===== src/core/two_step_adc_consts.svh =====
// constants for the two-step converter model
`ifndef TWO_STEP_ADC_CONSTS_SVH
`define TWO_STEP_ADC_CONSTS_SVH
`define CODE_W          10
`define CODE_FULL       10'h3ff
`define CODE_SCALE      26'h00003ff
`define COARSE_MSB      9
`define COARSE_LSB      6
`define FINE_MSB        5
`define LEVEL_W         16
`define OFW_NUM         28'h0000800
`define OFW_DEN         28'h00007ff
`define CLK_PERIOD_NS   20
`define APERTURE_NS     35
`define APERTURE_CYC    ((`APERTURE_NS + `CLK_PERIOD_NS - 1) / `CLK_PERIOD_NS)
`define APERTURE_CNT_W  2
`define FIFO_WIDTH      11
`define FIFO_DEPTH      32
`endif


===== src/core/two_step_adc_pkg.sv =====
// types for the two-step converter model
package two_step_adc_pkg;
  typedef enum logic [2:0] {
    ST_SAMPLE   = 3'b001,
    ST_APERTURE = 3'b010,
    ST_BALANCE  = 3'b100
  } conv_state_t;
endpackage


===== src/core/two_step_adc.sv =====
// two-step converter timing core with its output fifo
// Operation
// - each sample is resolved into one of 1024 codes on a 10-bit word.
// - conversion follows the conversion clock and a sample is out two periods after its sampling phase ends.
// - clock high is the balance phase and clock low is the sampling phase.
// - a rising conversion clock edge ends sampling and the sample is taken after the aperture delay.
// - the coarse stage picks the sub-range and the fine stage resolves inside it in the next balance phase.
// - overflow is a separate flag from digital logic and never alters the data bits.
// - the code is 1023 times the input above the negative reference over the reference span, straight binary.
// - the encoded result passes two cascaded flip-flop stages before the data outputs.
`timescale 1ns/100ps
`include "two_step_adc_consts.svh"

module two_step_adc_fifo #(
  parameter int WIDTH = `FIFO_WIDTH,
  parameter int DEPTH = `FIFO_DEPTH
) (
  // clock and reset
  input  wire logic             clk,
  input  wire logic             sys_rst,
  // fill side
  input  wire logic             in_valid,
  output logic                  in_ready,
  input  wire logic [WIDTH-1:0] in_data,
  // drain side
  output logic                  out_valid,
  input  wire logic             out_ready,
  output logic [WIDTH-1:0]      out_data
);
  localparam int AW = $clog2(DEPTH);
  logic [WIDTH-1:0] mem [DEPTH];
  logic [AW-1:0]    wr_ptr_q;
  logic [AW-1:0]    rd_ptr_q;
  logic [AW:0]      count_q;
  logic             valid_q;
  logic [WIDTH-1:0] data_q;
  wire              full = (count_q == (AW+1)'(DEPTH));
  wire              empty = (count_q == '0);
  wire              push = in_valid && !full;
  wire              load = !empty && (!valid_q || out_ready);

  assign in_ready  = !full;
  assign out_valid = valid_q;
  assign out_data  = data_q;

  always_ff @(posedge clk) begin
    if (push) begin
      mem[wr_ptr_q] <= in_data;
    end
  end

  always_ff @(posedge clk) begin
    if (sys_rst) begin
      wr_ptr_q <= '0;
      rd_ptr_q <= '0;
      count_q  <= '0;
      valid_q  <= 1'b0;
      data_q   <= '0;
    end else begin
      wr_ptr_q <= push ? wr_ptr_q + 1'b1 : wr_ptr_q;
      rd_ptr_q <= load ? rd_ptr_q + 1'b1 : rd_ptr_q;
      count_q  <= count_q + (AW+1)'(push) - (AW+1)'(load);
      if (load) begin
        data_q  <= mem[rd_ptr_q];
        valid_q <= 1'b1;
      end else if (out_ready) begin
        valid_q <= 1'b0;
      end
    end
  end
endmodule

module two_step_adc
  import two_step_adc_pkg::*;
(
  // clock and reset
  input  wire logic                 clk,
  input  wire logic                 sys_rst,
  // conversion clock from the host
  input  wire logic                 conv_clk,
  // analog input above negative reference, and reference span, as levels
  input  wire logic [`LEVEL_W-1:0]  ain_level,
  input  wire logic [`LEVEL_W-1:0]  ref_span,
  // data pins, code_bits[9] is code_bit_msb and code_bits[0] is code_bit_lsb
  output logic [`CODE_W-1:0]        code_bits,
  output logic                      overflow,
  output logic                      balance_phase,
  // result stream
  output logic                      res_valid,
  input  wire logic                 res_ready,
  output logic [`FIFO_WIDTH-1:0]    res_data,
  output logic                      res_stall
);
  logic [1:0]                ck_sync_q;
  logic                      ck_q;
  logic [`LEVEL_W-1:0]       ain_meta_q;
  logic [`LEVEL_W-1:0]       ain_q;
  logic [`LEVEL_W-1:0]       span_meta_q;
  logic [`LEVEL_W-1:0]       span_q;
  conv_state_t               state_q;
  conv_state_t               state_d;
  logic [`APERTURE_CNT_W-1:0] ap_cnt_q;
  logic [`LEVEL_W-1:0]       held_q;
  logic [`COARSE_MSB-`COARSE_LSB:0] coarse_q;
  logic [`CODE_W:0]          stage1_q;
  logic [`CODE_W-1:0]        code_q;
  logic                      ovf_q;
  logic                      bal_q;
  logic                      stall_q;
  logic                      fifo_ready;

  // two-flop synchronisers on the pins
  always_ff @(posedge clk) begin
    if (sys_rst) begin
      ck_sync_q   <= '1; // idle conversion clock is high, no false rise after reset
      ck_q        <= 1'b1;
      ain_meta_q  <= '0;
      ain_q       <= '0;
      span_meta_q <= '0;
      span_q      <= '0;
    end else begin
      ck_sync_q   <= {ck_sync_q[0], conv_clk};
      ck_q        <= ck_sync_q[1];
      ain_meta_q  <= ain_level;
      ain_q       <= ain_meta_q;
      span_meta_q <= ref_span;
      span_q      <= span_meta_q;
    end
  end

  wire ck_now  = ck_sync_q[1];
  wire ck_rise = ck_now && !ck_q;
  wire ck_fall = !ck_now && ck_q;
  wire advance = ck_rise && fifo_ready;

  // transfer function on the live input and on the held sample
  wire [25:0] live_prod = {10'h000, ain_q} * `CODE_SCALE;
  wire [25:0] held_prod = {10'h000, held_q} * `CODE_SCALE;
  wire        live_top  = (span_q == '0) || (ain_q >= span_q);
  wire        held_top  = (span_q == '0) || (held_q >= span_q);
  wire [25:0] live_quo  = live_top ? 26'h0 : live_prod / {10'h000, span_q};
  wire [25:0] held_quo  = held_top ? 26'h0 : held_prod / {10'h000, span_q};
  wire [`CODE_W-1:0] live_code = live_top ? `CODE_FULL : live_quo[`CODE_W-1:0];
  wire [`CODE_W-1:0] held_code = held_top ? `CODE_FULL : held_quo[`CODE_W-1:0];
  // overflow once the input passes the full span less half an lsb
  wire [27:0] ovf_lhs   = {12'h000, held_q} * `OFW_NUM;
  wire [27:0] ovf_rhs   = {12'h000, span_q} * `OFW_DEN;
  wire        held_ovf  = ovf_lhs >= ovf_rhs;
  wire [`FINE_MSB:0] fine = held_code[`FINE_MSB:0];
  wire        ap_done   = (ap_cnt_q == `APERTURE_CNT_W'(`APERTURE_CYC - 1));

  // phase sequencer: sample while low, aperture after rise, balance while high
  always_comb begin
    state_d = state_q;
    unique case (state_q)
      ST_SAMPLE: begin
        if (ck_rise) begin
          state_d = ST_APERTURE;
        end
      end
      ST_APERTURE: begin
        if (ap_done) begin
          state_d = ck_now ? ST_BALANCE : ST_SAMPLE;
        end
      end
      ST_BALANCE: begin
        if (ck_fall) begin
          state_d = ST_SAMPLE;
        end
      end
    endcase
  end

  always_ff @(posedge clk) begin
    if (sys_rst) begin
      state_q  <= ST_BALANCE;
      ap_cnt_q <= '0;
      held_q   <= '0;
      coarse_q <= '0;
      bal_q    <= 1'b1;
    end else begin
      state_q  <= state_d;
      ap_cnt_q <= (state_q == ST_APERTURE) ? ap_cnt_q + 1'b1 : '0;
      bal_q    <= (state_d != ST_SAMPLE);
      if (state_q == ST_APERTURE && ap_done) begin
        held_q   <= ain_q;
        coarse_q <= live_code[`COARSE_MSB:`COARSE_LSB];
      end
    end
  end

  // two cascaded stages, one per conversion clock rise; full fifo holds them
  always_ff @(posedge clk) begin
    if (sys_rst) begin
      stage1_q <= '0;
      code_q   <= '0;
      ovf_q    <= 1'b0;
      stall_q  <= 1'b0;
    end else begin
      stall_q <= !fifo_ready;
      if (advance) begin
        stage1_q <= {held_ovf, coarse_q, fine};
        code_q   <= stage1_q[`CODE_W-1:0];
        ovf_q    <= stage1_q[`CODE_W];
      end
    end
  end

  assign code_bits     = code_q;
  assign overflow      = ovf_q;
  assign balance_phase = bal_q;
  assign res_stall     = stall_q;

  two_step_adc_fifo #(
    .WIDTH (`FIFO_WIDTH),
    .DEPTH (`FIFO_DEPTH)
  ) u_fifo (
    .clk       (clk),
    .sys_rst   (sys_rst),
    .in_valid  (advance),
    .in_ready  (fifo_ready),
    .in_data   (stage1_q),
    .out_valid (res_valid),
    .out_ready (res_ready),
    .out_data  (res_data)
  );
endmodule


===== config.mk =====
export PLATFORM = sky130hd
export DESIGN_NAME = two_step_adc
export DESIGN_NICKNAME = d
export VERILOG_FILES = /design/src/core/two_step_adc_pkg.sv /design/src/core/two_step_adc.sv
export VERILOG_INCLUDE_DIRS = /design/src /design/src/core
export SDC_FILE = /design/constraint.sdc
export NUM_CORES = 2
export LEC_CHECK = 0
export BUFFER_PORTS_ARGS = -buffer_cell sky130_fd_sc_hd__buf_2
export CAP_MARGIN = 10
export CORE_MARGIN = 2
export CORE_UTILIZATION = 60
export DETAILED_ROUTE_END_ITERATION = 8
export PLACE_DENSITY = 0.77
export SLEW_MARGIN = 25
export SYNTH_ARGS = -nofsm -noshare
export SYNTH_HDL_FRONTEND = slang
export SYNTH_HIERARCHICAL = 1
export SYNTH_SLANG_ARGS = --single-unit

===== constraint.sdc =====
create_clock -name clk -period 75.5 [get_ports clk]
set_input_delay 15.1 -clock clk [delete_from_list [all_inputs] [get_ports clk]]
set_output_delay 15.1 -clock clk [all_outputs]
set_load 0.02 [all_outputs]

==> flow_summary.json <==
{
  "status": "completed",
  "path_clk_slew_ns": 0.06,
  "slew_hr_pct": 29.6,
  "drcViolationCount": 0,
  "post_synth_instance_area_um2": 54400,
  "crit_path_max_fo": 25,
  "clock_path_buffers": 3,
  "placedCellCount": 6901,
  "via_count_of_the_first_global_routing_pass": 44500,
  "worst_pin_slew_ns": 1.05,
  "period_share_pct": 93.5,
  "detail_route.first_pass.iterations": 6,
  "vias_per_cell": 6.40,
  "cp_data_arrival_time_ns": 71.11,
  "floorplan.die_area_um2": 93000,
  "synth.cells.most_frequent": "sky130_fd_sc_hd__ha_1, sky130_fd_sc_hd__nor2_1, sky130_fd_sc_hd__inv_1",
  "grtUsageTotal_pct": 32.7,
  "hold_class": "reg -> reg",
  "drt-wirelength-per-cell_um": 21.8,
  "finalSetupTns_ns": 0,
  "cp_common_cell": "sky130_fd_sc_hd__o21a_1",
  "finalWorstPathRequiredPeriod_ns": 70.59,
  "yosysTopAreaCell": "sky130_fd_sc_hd__edfxtp_1",
  "die_h_um": 305,
  "cts_sinks": 496,
  "yosysUniqueCellTypes": 125,
  "finalHoldViolCount": 0,
  "tritoncts": "built",
  "synth_nets": 6810,
  "max_freq_mhz": 14.2,
  "finalNetCount": 6846,
  "layout_overhead_on_the_synthesized_area_pct": 7.16,
  "crit_type": "reg -> reg",
  "finClkSkew_ns": 0.0423,
  "netlist.area_leader.share_pct": 19.4,
  "max_cap_violations": 0,
  "antenna_violating_nets_post_route": 0,
  "vias": 44900,
  "cts.root.buffer_cell": "sky130_fd_sc_hd__clkbuf_16",
  "yosys_register_bits": 496,
  "timing.critical_path.required_ns": 76.02,
  "synth_flop_cell": "sky130_fd_sc_hd__edfxtp_1",
  "multi_input_comb_area_um2": 39000,
  "post_route_cells_drive_above_1_share_pct": 10.7,
  "port-buffer-count": 60,
  "grt_start_max_net_pins": 86,
  "insertion_delay_ns": 0.67,
  "netlist_instances": 5760,
  "htree_num_levels": 2,
  "cp_launch_type": "flop",
  "overflow": 0,
  "rows": 110,
  "grt_antenna_before_repair": 6,
  "drt-initial-drc-count": 3830,
  "io_pins": 61,
  "async_reset_ff_share_pct": 0,
  "yosysWarningCount": 6,
  "cpPeakStageDelay_ns": 0.60,
  "grt_first_pass_wirelength_mm": 241,
  "fp.dieW_um": 305,
  "report.final.slew_viol_count": 0,
  "cp_slowest_cell": "sky130_fd_sc_hd__dfxtp_1",
  "dp_hpwl_mm": 115,
  "synth-seq-area-share_pct": 24.7,
  "finalSetupViolCount": 0,
  "endpoint_kind": "flop",
  "initial_utilization_pct": 60.5,
  "post-synth-top-count-cell": "sky130_fd_sc_hd__ha_1",
  "yosys-top-cells-area": "sky130_fd_sc_hd__edfxtp_1, sky130_fd_sc_hd__ha_1, sky130_fd_sc_hd__fa_1, sky130_fd_sc_hd__dfxtp_1, sky130_fd_sc_hd__o21a_1",
  "post_synth.cell_area_avg_um2": 9.44,
  "sequential_cell_area_um2": 13500,
  "filler_cell_count": 7133,
  "drt_wl_total_mm": 153,
  "synth_enable_flop_cells": 352,
  "instances_no_fill": 7016,
  "gp_routability_congestion": 0.988,
  "cts_made_buffers": 52,
  "core_region_area_um2": 89900
}
==> stage by stage <==
| stage | util, % | cell area (µm²) | setup WS [ns] | hold WS [ns] |
|---|---|---|---|---|
| 3_5_place_dp | 62.3 | 56000 | -0.211 | 0.413 |
| 3_3_place_gp | 62.2 | 55900 | 1.59 | 0.411 |
| 2_1_floorplan | - | 54400 | 6.07 | 0.389 |
| 6_report | 64.8 | 58300 | 4.91 | 0.423 |
| 5_1_grt | 64.8 | 58300 | -0.264 | 0.443 |
| 4_1_cts | 64.2 | 57700 | 0.158 | 0.421 |
==> metal layers <==
| layer | GRT usage [%] | up-vias | share of wire [%] |
|---|---|---|---|
| met3 | 4.71 | 436 | 6.9 |
| li1 | - | 21300 | - |
| met5 | 0 | - | 0.016 |
| met4 | 14.0 | 4 | 4.9 |
| met1 | 41.1 | 21600 | 41 |
| met2 | 56.1 | 1594 | 48 |
==> layout make-up <==
type                    instances  share of cell area, %
diodes                          1                0.00430
clock buffers                  66                   2.38
clock inverters                31                  0.610
inverters                     446                   2.87
multi-input cells            4662                   66.9
flip-flops and latches        496                   23.1
well taps                    1176                   2.53
repair buffers                138                   1.57
==> worst paths after layout <==
check / startpoint / to / slack (ns) / cells past startpoint
min reg2reg: ap_cnt_q[0]$_SDFF_PP0_ / ap_cnt_q[0]$_SDFF_PP0_ / 0.42 / 1
max reg2reg: held_q[6]$_SDFFE_PP0P_ / stage1_q[0]$_SDFFE_PP0P_ / 4.91 / 314
max: held_q[6]$_SDFFE_PP0P_ / stage1_q[0]$_SDFFE_PP0P_ / 4.91 / 314
min: ap_cnt_q[0]$_SDFF_PP0_ / ap_cnt_q[0]$_SDFF_PP0_ / 0.42 / 1
==> flip-flops by register name, summed over array words and instances (netlist names), 6 cells and up <==
| register | cells |
|---|---|
| u_fifo/out_data | 11 |
| ain_q | 16 |
| ain_meta_q | 16 |
| u_fifo/count_q | 6 |
| span_q | 16 |
| span_meta_q | 16 |
| code_bits | 10 |
| stage1_q | 11 |
| u_fifo/mem | 352 |
| held_q | 16 |
==> timing repair <==
action	CTS	global route
endpoints found under the hold margin	0	0
setup endpoints to repair	1	2
setup buffers	0	17
pin swaps	0	6
hold buffers	0	0
resized for setup	3	81
==> cells by family (layout without fill, tap and decap cells) <==
| kind of cell | count (synthesis) | after routing | synth area share [%] |
|---|---|---|---|
| simple gates | 1696 | 1696 | 15.2 |
| compound gates | 1444 | 1444 | 18.2 |
| fa+ha+maj | 1014 | 1014 | 27.0 |
| buf+inv | 602 | 681 | 4.33 |
| flops | 496 | 496 | 24.7 |
| mux | 292 | 292 | 7.08 |
| xor+xnor | 216 | 216 | 3.48 |
| other cells | 0 | 1 | 0 |
==> layout by cell type, fill, tap and decap left out, drive strengths merged, types with 40 or more instances in the layout <==
cell type | netlist | final
xnor2 | 143 | 143
o21a | 298 | 298
a31oi | 42 | 42
nand3 | 100 | 100
mux4 | 55 | 55
o21ai | 251 | 251
or3 | 46 | 46
clkbuf | 103 | 66
inv | 446 | 447
nand4 | 40 | 40
mux2 | 164 | 164
nor2 | 457 | 457
mux2i | 73 | 73
xor2 | 73 | 73
nor3 | 306 | 306
dfxtp | 144 | 144
a21oi | 317 | 317
a21o | 89 | 89
buf | 53 | 138
nand2 | 366 | 366
ha | 752 | 752
fa | 262 | 262
edfxtp | 352 | 352
nor2b | 130 | 130
nand2b | 60 | 60
o31ai | 101 | 101
==> critical path, delay by kind of cell (launching register included) <==
| family | cells | cell delay [ns] |
|---|---|---|
| multiplexers | 7 | 2.46 |
| AO/OA/AOI/OAI | 196 | 41.84 |
| buffers and inverters | 15 | 2.64 |
| flip-flops | 1 | 0.60 |
| adder cells (fa/ha/maj) | 31 | 10.94 |
| AND/OR/NAND/NOR | 65 | 11.85 |
Power is not shown: default switching activity piles up to over one toggle a cycle in this logic, so the estimate is an artifact.
